`src/design/ptws_pkg.sv`:
```
`default_nettype none
// shared constants for the period timer with scalers
package ptws_pkg;

  // register indexes; the bus byte address is four times the index
  localparam logic [7:0] IDX_FLAGS = 8'h0c;
  localparam logic [7:0] IDX_COUNT = 8'h11;
  localparam logic [7:0] IDX_CONTROL = 8'h12;
  localparam logic [7:0] IDX_ENABLES = 8'h8c;
  localparam logic [7:0] IDX_PERIOD = 8'h92;

  // decoded byte-address width and word-offset bits
  localparam int unsigned ADDR_W = 10;
  localparam int unsigned WORD_LSB = 2;

  // control register field positions
  localparam int unsigned CTL_PRE_LO = 0;
  localparam int unsigned CTL_PRE_HI = 1;
  localparam int unsigned CTL_RUN = 2;
  localparam int unsigned CTL_POST_LO = 3;
  localparam int unsigned CTL_POST_HI = 6;
  localparam logic [7:0] CTL_WRITE_MASK = 8'h7f;

  // interrupt flag and enable bit of the period event
  localparam int unsigned FLAG_PERIOD = 1;

  // reset values, and the value the count wraps to
  localparam logic [7:0] COUNT_RESET = 8'h00;
  localparam logic [7:0] PERIOD_RESET = 8'hff;
  localparam logic [7:0] CONTROL_RESET = 8'h00;
  localparam logic [7:0] COUNT_ZERO = 8'h00;

  // prescaler terminal counts for the three ratios
  localparam logic [3:0] PRE_DIV1_LAST = 4'h0;
  localparam logic [3:0] PRE_DIV4_LAST = 4'h3;
  localparam logic [3:0] PRE_DIV16_LAST = 4'hf;
  localparam logic [1:0] PRE_SEL_DIV1 = 2'h0;
  localparam logic [1:0] PRE_SEL_DIV4 = 2'h1;

  // instruction clock is the device clock divided by this
  localparam int unsigned OSC_DIV = 4;

endpackage // ptws_pkg
`default_nettype wire

```
`src/design/ptws_timer.sv`:
```
`timescale 1ns/1ps
`default_nettype none

module ptws_timer #(
  parameter int unsigned OSC_DIV = ptws_pkg::OSC_DIV
) (
  input wire logic hclk, // device clock
  input wire logic hresetn, // asynchronous reset, active low
  input wire logic hsel, // slave select
  input wire logic [31:0] haddr, // byte address
  input wire logic [1:0] htrans, // transfer type
  input wire logic hwrite, // write when high
  input wire logic [2:0] hsize, // transfer size, words only
  input wire logic [31:0] hwdata, // write data
  input wire logic hready, // bus ready in
  output logic hreadyout, // slave ready out
  output logic hresp, // always okay
  output logic [31:0] hrdata, // read data
  output logic period_match, // one-cycle match pulse
  output logic [7:0] timer_value, // running count
  output logic irq // level interrupt
);

  ////////////////////////////////////////////////////////////////////
  // elaboration checks

  localparam int unsigned DIV_W = (OSC_DIV > 1) ? $clog2(OSC_DIV) : 1;
  localparam logic [DIV_W-1:0] DIV_LAST = DIV_W'(OSC_DIV - 1);

  // a divider of zero would never produce an instruction tick
  if (OSC_DIV < 1) begin : g_bad_div
    $error("OSC_DIV must be at least 1");
  end

  ////////////////////////////////////////////////////////////////////
  // register state

  logic [7:0] count;
  logic [7:0] period;
  logic [7:0] control;
  logic period_flag;
  logic period_enable;

  // data phase bookkeeping
  logic dp_write;
  logic dp_read;
  logic [ptws_pkg::ADDR_W-1:0] dp_addr;

  // scaler state
  logic [DIV_W-1:0] osc_cnt;
  logic osc_tick;
  logic [3:0] pre_cnt;
  logic [3:0] post_cnt;

  ////////////////////////////////////////////////////////////////////
  // address decode

  localparam logic [ptws_pkg::ADDR_W-1:0] ADDR_FLAGS = {ptws_pkg::IDX_FLAGS, 2'b00};
  localparam logic [ptws_pkg::ADDR_W-1:0] ADDR_COUNT = {ptws_pkg::IDX_COUNT, 2'b00};
  localparam logic [ptws_pkg::ADDR_W-1:0] ADDR_CONTROL = {ptws_pkg::IDX_CONTROL, 2'b00};
  localparam logic [ptws_pkg::ADDR_W-1:0] ADDR_ENABLES = {ptws_pkg::IDX_ENABLES, 2'b00};
  localparam logic [ptws_pkg::ADDR_W-1:0] ADDR_PERIOD = {ptws_pkg::IDX_PERIOD, 2'b00};

  logic addr_phase;
  logic in_window;
  logic wr_count;
  logic wr_control;
  logic wr_period;
  logic wr_flags;
  logic wr_enables;
  logic [7:0] wdata;

  // a transfer is taken on nonseq or seq while the bus is ready
  assign addr_phase = hsel & htrans[1] & hready;

  // anything above the decoded window is unmapped
  assign in_window = (haddr[31:ptws_pkg::ADDR_W] == '0);

  // writes land at the end of their data phase
  assign wdata = hwdata[7:0];
  assign wr_count = dp_write & (dp_addr == ADDR_COUNT);
  assign wr_control = dp_write & (dp_addr == ADDR_CONTROL);
  assign wr_period = dp_write & (dp_addr == ADDR_PERIOD);
  assign wr_flags = dp_write & (dp_addr == ADDR_FLAGS);
  assign wr_enables = dp_write & (dp_addr == ADDR_ENABLES);

  ////////////////////////////////////////////////////////////////////
  // bus slave

  // capture the address phase; reads get one wait state so that a
  // write just before them is already visible when data is sampled
  always_ff @(posedge hclk or negedge hresetn) begin
    if (!hresetn) begin
      dp_write <= 1'b0;
      dp_read <= 1'b0;
      dp_addr <= '0;
    end else if (addr_phase) begin
      dp_write <= hwrite & in_window;
      dp_read <= ~hwrite;
      dp_addr <= in_window ? haddr[ptws_pkg::ADDR_W-1:0] : '1;
    end else begin
      dp_write <= 1'b0;
      dp_read <= 1'b0;
    end
  end

  // ready drops for one cycle after a read is taken; the response is always okay
  always_ff @(posedge hclk or negedge hresetn) begin
    if (!hresetn) begin
      hreadyout <= 1'b1;
      hresp <= 1'b0;
    end else begin
      hreadyout <= ~(addr_phase & ~hwrite);
      hresp <= 1'b0;
    end
  end

  // read mux; unmapped and reserved bits read as zero
  logic [7:0] rd_byte;
  always_comb begin
    rd_byte = 8'h00;
    case (dp_addr)
      ADDR_FLAGS: rd_byte[ptws_pkg::FLAG_PERIOD] = period_flag;
      ADDR_ENABLES: rd_byte[ptws_pkg::FLAG_PERIOD] = period_enable;
      ADDR_COUNT: rd_byte = count;
      ADDR_CONTROL: rd_byte = control & ptws_pkg::CTL_WRITE_MASK;
      ADDR_PERIOD: rd_byte = period;
      default: rd_byte = 8'h00;
    endcase
  end

  logic rd_flags;
  assign rd_flags = dp_read & (dp_addr == ADDR_FLAGS);

  // read data is loaded during the wait state and held afterwards
  always_ff @(posedge hclk or negedge hresetn) begin
    if (!hresetn) begin
      hrdata <= 32'h0000_0000;
    end else if (dp_read) begin
      hrdata <= {24'h00_0000, rd_byte};
    end
  end

  ////////////////////////////////////////////////////////////////////
  // software registers

  // period register, loaded only by software
  always_ff @(posedge hclk or negedge hresetn) begin
    if (!hresetn) begin
      period <= ptws_pkg::PERIOD_RESET;
    end else if (wr_period) begin
      period <= wdata;
    end
  end

  // control register; bit 7 is not stored at all
  always_ff @(posedge hclk or negedge hresetn) begin
    if (!hresetn) begin
      control <= ptws_pkg::CONTROL_RESET;
    end else if (wr_control) begin
      control <= wdata & ptws_pkg::CTL_WRITE_MASK;
    end
  end

  // enable bit of the period interrupt
  always_ff @(posedge hclk or negedge hresetn) begin
    if (!hresetn) begin
      period_enable <= 1'b0;
    end else if (wr_enables) begin
      period_enable <= wdata[ptws_pkg::FLAG_PERIOD];
    end
  end

  ////////////////////////////////////////////////////////////////////
  // control fields

  logic run_enable;
  logic [1:0] prescale_select;
  logic [3:0] postscale_select;
  logic [3:0] pre_last;

  assign run_enable = control[ptws_pkg::CTL_RUN];
  assign prescale_select = control[ptws_pkg::CTL_PRE_HI:ptws_pkg::CTL_PRE_LO];
  assign postscale_select =
    control[ptws_pkg::CTL_POST_HI:ptws_pkg::CTL_POST_LO];

  // the upper select bit alone chooses divide by sixteen
  always_comb begin
    case (prescale_select)
      ptws_pkg::PRE_SEL_DIV1: pre_last = ptws_pkg::PRE_DIV1_LAST;
      ptws_pkg::PRE_SEL_DIV4: pre_last = ptws_pkg::PRE_DIV4_LAST;
      default: pre_last = ptws_pkg::PRE_DIV16_LAST;
    endcase
  end

  ////////////////////////////////////////////////////////////////////
  // instruction clock divider

  // free-running so the instruction rate does not depend on software
  always_ff @(posedge hclk or negedge hresetn) begin
    if (!hresetn) begin
      osc_cnt <= '0;
      osc_tick <= 1'b0;
    end else begin
      osc_cnt <= (osc_cnt == DIV_LAST) ? '0 : osc_cnt + DIV_W'(1);
      osc_tick <= (osc_cnt == DIV_LAST);
    end
  end

  ////////////////////////////////////////////////////////////////////
  // prescaler

  logic scaler_clear;
  logic timer_tick;
  logic match_evt;

  // either register write restarts both scalers from zero
  assign scaler_clear = wr_count | wr_control;

  // a stopped timer does not even advance the prescaler, saving power
  assign timer_tick = osc_tick & run_enable & (pre_cnt == pre_last);

  always_ff @(posedge hclk or negedge hresetn) begin
    if (!hresetn) begin
      pre_cnt <= 4'h0;
    end else if (scaler_clear) begin
      pre_cnt <= 4'h0;
    end else if (osc_tick && run_enable) begin
      if (pre_cnt == pre_last) begin
        pre_cnt <= 4'h0;
      end else begin
        pre_cnt <= pre_cnt + 4'h1;
      end
    end
  end

  ////////////////////////////////////////////////////////////////////
  // counter

  // a software write to the count wins over a tick in the same cycle
  assign match_evt = timer_tick & ~wr_count & (count == period);

  always_ff @(posedge hclk or negedge hresetn) begin
    if (!hresetn) begin
      count <= ptws_pkg::COUNT_RESET;
    end else if (wr_count) begin
      count <= wdata;
    end else if (timer_tick) begin
      if (count == period) begin
        count <= ptws_pkg::COUNT_ZERO;
      end else begin
        count <= count + 8'h01;
      end
    end
  end
  // a control write reaches none of the branches above

  ////////////////////////////////////////////////////////////////////
  // time base outputs

  // the match pulse is taken before the postscaler; the count copy for
  // the pwm comparators runs one cycle behind the count
  always_ff @(posedge hclk or negedge hresetn) begin
    if (!hresetn) begin
      period_match <= 1'b0;
      timer_value <= ptws_pkg::COUNT_RESET;
    end else begin
      period_match <= match_evt;
      timer_value <= count;
    end
  end

  ////////////////////////////////////////////////////////////////////
  // postscaler and interrupt

  logic post_done;
  assign post_done = match_evt & (post_cnt == postscale_select);

  always_ff @(posedge hclk or negedge hresetn) begin
    if (!hresetn) begin
      post_cnt <= 4'h0;
    end else if (scaler_clear) begin
      post_cnt <= 4'h0;
    end else if (match_evt) begin
      if (post_done) begin
        post_cnt <= 4'h0;
      end else begin
        post_cnt <= post_cnt + 4'h1;
      end
    end
  end

  // sticky flag: read clears it, a write stores it, a new event wins
  always_ff @(posedge hclk or negedge hresetn) begin
    if (!hresetn) begin
      period_flag <= 1'b0;
    end else if (post_done) begin
      period_flag <= 1'b1;
    end else if (wr_flags) begin
      period_flag <= wdata[ptws_pkg::FLAG_PERIOD];
    end else if (rd_flags) begin
      period_flag <= 1'b0;
    end
  end

  // registered, so the line follows the flag by one cycle
  always_ff @(posedge hclk or negedge hresetn) begin
    if (!hresetn) begin
      irq <= 1'b0;
    end else begin
      irq <= period_flag & period_enable;
    end
  end

  // size is unused: only whole-word transfers are supported
  logic unused_size;
  assign unused_size = ^hsize;

endmodule // ptws_timer
`default_nettype wire

```
`config.mk`:
```
export PLATFORM = sky130hd
export DESIGN_NAME = ptws_timer
export DESIGN_NICKNAME = d
export VERILOG_FILES = /design/src/design/ptws_pkg.sv /design/src/design/ptws_timer.sv
export SDC_FILE = /design/constraint.sdc
export NUM_CORES = 1
export LEC_CHECK = 0
export ABC_AREA = 1
export BUFFER_PORTS_ARGS = -buffer_cell sky130_fd_sc_hd__buf_2
export CORE_UTILIZATION = 52
export DETAILED_ROUTE_END_ITERATION = 6
export PLACE_DENSITY = 0.81
export SYNTH_ARGS = -nofsm -noshare
export SYNTH_HDL_FRONTEND = slang
export SYNTH_SLANG_ARGS = --single-unit
```
`constraint.sdc`:
```
create_clock -name hclk -period 1.53 [get_ports hclk]
set_input_delay 0.3825 -clock hclk [delete_from_list [all_inputs] [get_ports hclk]]
set_output_delay 0.3825 -clock hclk [all_outputs]
set_load 0.05 [all_outputs]
```
# Yosys cells after proc, flatten, opt, wreduce, memory -nomap -nowiden
# Index checks and enable logic that the tools add are counted.
[word_totals]
in_bits = 74
n_memories = 0
output_inout_bits = 44
word_cells = 78
romBits = 0
latch_bits = 0
register_bits = 67
ramBits = 0
[classes]
multipliers = 0
bitwise = 20
shift = 0
order_cmp = 0
n_mux = 20
reduce_logical = 7
add_sub_neg = 4
n_div = 0
n_eq_ne = 10
[op_table]
columns = ["operator", "count"]
rows = [
  ["$mux 4", 6],
  ["$mux 8", 3],
  ["$logic_not 22->1", 1],
  ["$eq 10x10->1 const B", 2],
  ["$eq 10x7->1 const B", 2],
  ["$pmux 6 s3", 1],
  ["$and 1x1->1", 16],
  ["$eq 10x6->1 const B", 1],
  ["$mux 10", 1],
  ["$add 4x1->4 const B", 2],
  ["$add 8x1->8 const B", 1],
  ["$eq 4x4->1", 2],
  ["$eq 8x8->1", 1],
  ["$pmux 4 s2", 1],
  ["$reduce_bool 2->1", 3],
  ["$mux 1", 5],
  ["$pmux 1 s5", 1],
  ["$not 1->1", 3],
  ["$pmux 1 s3", 1],
  ["$reduce_bool 3->1", 1],
  ["$add 2x1->2 const B", 1],
  ["$eq 2x1->1 const B", 1],
  ["$eq 2x2->1 const B", 1],
  ["$logic_not 2->1", 1],
  ["other kinds (3)", 3],
]

# Logic depth before layout (Yosys ltp)
[depth]
word_depth = 10
ltp_mapped = 11
ltp_nobuf = 11

# Least setup slack after synthesis
# Ideal clock, no wire load.
[synth_path]
kind = "input-to-reg"
start = "in haddr[19]"
end = "reg dp_addr[1] in the netlist's numbering"
n_path_buf = 1
setup_ns = 0.123
path_stages = 6
setup_slack_ns = 0.131
t_arrival_ns = 1.276
required_ns = 1.407
cell_sequence = "or2_2 -> nor3_1 -> nand4_1 -> clkbuf_2 -> o21ai_0 -> nand2_1"
[synth_between]
elab_chain_len = 2
[synth_rtl]
columns = ["element", "line", "text"]
rows = [
  ["start, declared", "ptws_timer.sv:10", "input wire logic [31:0] haddr,"],
  ["$logic_not 22->1", "ptws_timer.sv:77", "assign in_window = (haddr[31:ptws_pkg::ADDR_W] == '0);"],
  ["$mux 10", "ptws_timer.sv:100", "dp_addr <= in_window ? haddr[ptws_pkg::ADDR_W-1:0] : '1;"],
  ["end signal, assigned", "ptws_timer.sv:100", ""],
  ["end, declared", "ptws_timer.sv:47", "logic [ptws_pkg::ADDR_W-1:0] dp_addr;"],
]
# Every way passes these cells.
# A chain may end at the register's enable or synchronous reset.

# Worst setup path after layout
[layout_path]
start = "reg period[3]"
end = "reg post_cnt[1]"
[layout_between]
elab_chain_len = 6
elab_cells_between_ends = 7
classes_between = "1 x eq/ne; 3 x mux; 2 x bitwise; 1 x reduce/logical"
[layout_rtl]
columns = ["element", "line", "text"]
rows = [
  ["start, declared", "ptws_timer.sv:39", "logic [7:0] period;"],
  ["start signal, assigned", "ptws_timer.sv:150", "period <= ptws_pkg::PERIOD_RESET;"],
  ["start signal, assigned", "ptws_timer.sv:152", "period <= wdata;"],
  ["$eq 8x8->1 *", "ptws_timer.sv:241", "assign match_evt = timer_tick & ~wr_count & (count == period);"],
  ["$and 1x1->1 *", "ptws_timer.sv:241", ""],
  ["named net match_evt", "ptws_timer.sv:215", "logic match_evt;"],
  ["$and 1x1->1", "ptws_timer.sv:277", "assign post_done = match_evt & (post_cnt == postscale_select);"],
  ["$mux 4", "ptws_timer.sv:285", "if (post_done) begin"],
  ["$mux 4", "ptws_timer.sv:284", "end else if (match_evt) begin"],
  ["$mux 4", "ptws_timer.sv:282", "end else if (scaler_clear) begin"],
  ["end signal, assigned", "ptws_timer.sv:288", "post_cnt <= post_cnt + 4'h1;"],
  ["end, declared", "ptws_timer.sv:53", "logic [3:0] post_cnt;"],
]
# Mark *: on every way through the listed nets, which the timed path passes. The rest lies on a longest branch. The select of a mux whose other input is x is not followed.

==> impl_metrics.toml <==
[floorplanning]
std_cell_rows = 30
die_area_um2 = 7621
io_pins = 118
core_um2 = 6907
die_y_um = 87.30
die_w_um = 87.30
start_util_pct = 54.78

[placement]
gp_congestion = 0.8823
portBuffers = 64
hpwl_um = 6189
preCtsSetupSlack_ps = -81.79

[sta]
slew_violations = 0
setup_viol = 0
tns_ps = 0
finalClockSkew_ps = 10.34
finalCritPeriodShare_pct = 99.36
clock.fmax_ghz = 0.6578
final-hold-violation-count = 0
fin_crit_ps = 1520
rsz0062_at_grt = "yes"
setup_ws_ps = 9.751

[route]
wl_per_cell_um = 12.97
drc = 0
drt_pass1_iterations = 4
drt_iter0_markers = 156
ant_nets = 0
drt_wl_total_um = 8650
vias = 3321
vias_per_cell = 4.979

[clock_tree]
clk_pin_slew_ps = 80
cts_max_level = 3
clk_latency_ps = 360
cts_tree = "yes"
cts_buffers = 9
clkSinkCount = 67
cts_max_path_buffers = 2
ctsRootBufferMaster = "clkbuf_8"

[status]
outcome = "completed"

[grt]
grt_pass1_vias = 3166
grt_pass1_wl_um = 13740
grt-ovfl-total = 0
antenna_found_initial = 0
track_usage_pct = 23.75
grt_max_degree = 68

[critical_path]
arrival_ps = 1770
path_class = "reg2reg"
path_max_fanout = 6
crit_required_ps = 1780
cp-start-kind = "flop"
cp-end-kind = "flop"

[layout]
fin_util_pct = 67.07
area_growth_pct = 22.42
n_antenna_cell = 0
nets = 644
layout-drive-gt1-share_pct = 31.87
multi_input_area_um2 = 1805
fillers = 586
regArea_um2 = 1688

[logic_synthesis]
synth.most_common_cell = "nand2_1"
synth_commonest_cells = "nand2_1, dfrtp_1, inv_1, nand3_1, nor2_1"
synth_warnings = 0
synth_top_area_cell = "dfrtp_1"
synth_area_um2 = 3784
syn_inst = 464
seq_area_frac_synth_pct = 44.61
ys_seq_elements = 67
synth_edf_count = 0
syn_area_per_cell_um2 = 8.154
synth.distinct_cells = 37
synthFlopType = "dfrtp_1"
synth_top_cell_area_share_pct = 38.36
synth_area_leaders = "dfrtp_1, nand2_1, dfstp_2, buf_4, inv_1"
synthArstFlopShare_pct = 100.0

[run]
max-cap-violations = 0

[pwr]
p_leak_uw = 0.002550
vdd_ir_drop_max_v = 0.0006147
power.density_nw_per_um2 = 830.7

[worst_hold_path]
min_path_type = "in2async"
final timing paths:
| check | to | cells after the start | slack (ps) | startpoint |
|---|---|---|---|---|
| max in group asynchronous | period[4] | 2 | 1180 | hresetn |
| min reg2reg | osc_cnt[0] | 1 | 450 | osc_cnt[0] |
| min in group hclk | dp_read | 2 | 210 | hwrite |
| max | post_cnt[1] | 11 | 10 | period[3] |
| min | timer_value[4] | 2 | 30 | hresetn |
| max reg2reg | post_cnt[1] | 11 | 10 | period[3] |
what timing repair did:
| action | 4_1_cts | 5_1_grt |
|---|---|---|
| setup endpoints to repair | 4 | 32 |
| resized for setup | 1 | 20 |
| hold buffers | 0 | 0 |
| gates cloned | 1 | 0 |
| buffers inserted | 2 | 10 |
| pin swaps | 3 | 10 |
kinds of logic (layout without fill, tap and decap cells):
logic type,Yosys count,after routing,share of synthesized area [%]
AND/OR/NAND/NOR,233,234,29.13
buffers and inverters,88,170,11.90
adder cells (fa/ha/maj),4,4,1.323
AO/OA/AOI/OAI,50,50,8.069
other,1,25,0.09911
flip-flops,67,67,44.61
XOR/XNOR,21,21,4.861
flip-flops by register name, summed over array words and instances, names as in the netlist, 2 cells and up:
signal and flops:
control 7, count 8, timer_value 8, post_cnt 4
period 8, osc_cnt 2, dp_addr 10, pre_cnt 4
hrdata 8
area by class of cell:
type / count / share of cell area, %
multi-input combinational: 334 / 38.98
tap: 96 / 2.593
sequential: 67 / 36.44
timing repair buffer: 102 / 13.61
inverter: 52 / 4.214
clock inverter: 7 / 1.486
clock buffer: 9 / 2.674
per-layer routing:
metal	vias up	part of all wire (%)	GRT usage, %	routed length [um]
met1	1564	41	28.05	3569
met2	105	51	42.12	4428
li1	1628	-	-	-
met4	0	2.7	12.52	233
met5	-	0	0	0
met3	24	4.8	2.938	418
cells in the final DEF (no fill, tap or decap), types with 2 or more instances in the layout:
master,instances
nor2_1,27
xnor2_1,5
nand2_2,8
nand2_1,122
clkbuf_8,9
dfstp_2,9
clkinvlp_4,2
nand3_2,5
nand4_1,12
nand3_1,31
o21ai_1,15
clkinv_2,3
a21oi_1,2
nand3_4,2
o21ai_2,8
or2_2,3
xor2_1,14
conb_1,25
ha_1,4
o21bai_1,4
dfrtp_1,58
buf_12,2
o21ai_0,17
nor2_4,6
buf_4,36
buf_2,64
nor3_1,4
inv_2,9
xnor2_2,2
nor2_2,8
o211ai_1,3
inv_1,43
critical path, cell delays in order, from the launching register on:
cell and delay [ps]:
dfstp_2 560, inv_2 40, nand2_1 40, nand2_1 70, inv_1 60, nand2_1 60
nor2_2 100, nand2_2 110, nor2_4 200, nor2_4 70, nand2_1 60, nand2_1 50
through the flow:
stage          cell area [um^2]  instances  hold WS (ps)  total power, uW
2_1_floorplan              3874        488         86.91             2266
3_3_place_gp               4267        638         413.9             2382
3_5_place_dp               4267        638         427.1             2396
4_1_cts                    4489        657         46.48             3844
5_1_grt                    4632        667         68.82             3985
6_report                   4632        667         29.79             3848
power breakdown:
part / switching, uW / internal (uW)
combinational: 375 / 151
sequential: 50.9 / 1820
clock: 703 / 745
total: 1130 / 2720
No activity file was read; power rests on OpenSTA's default activity.
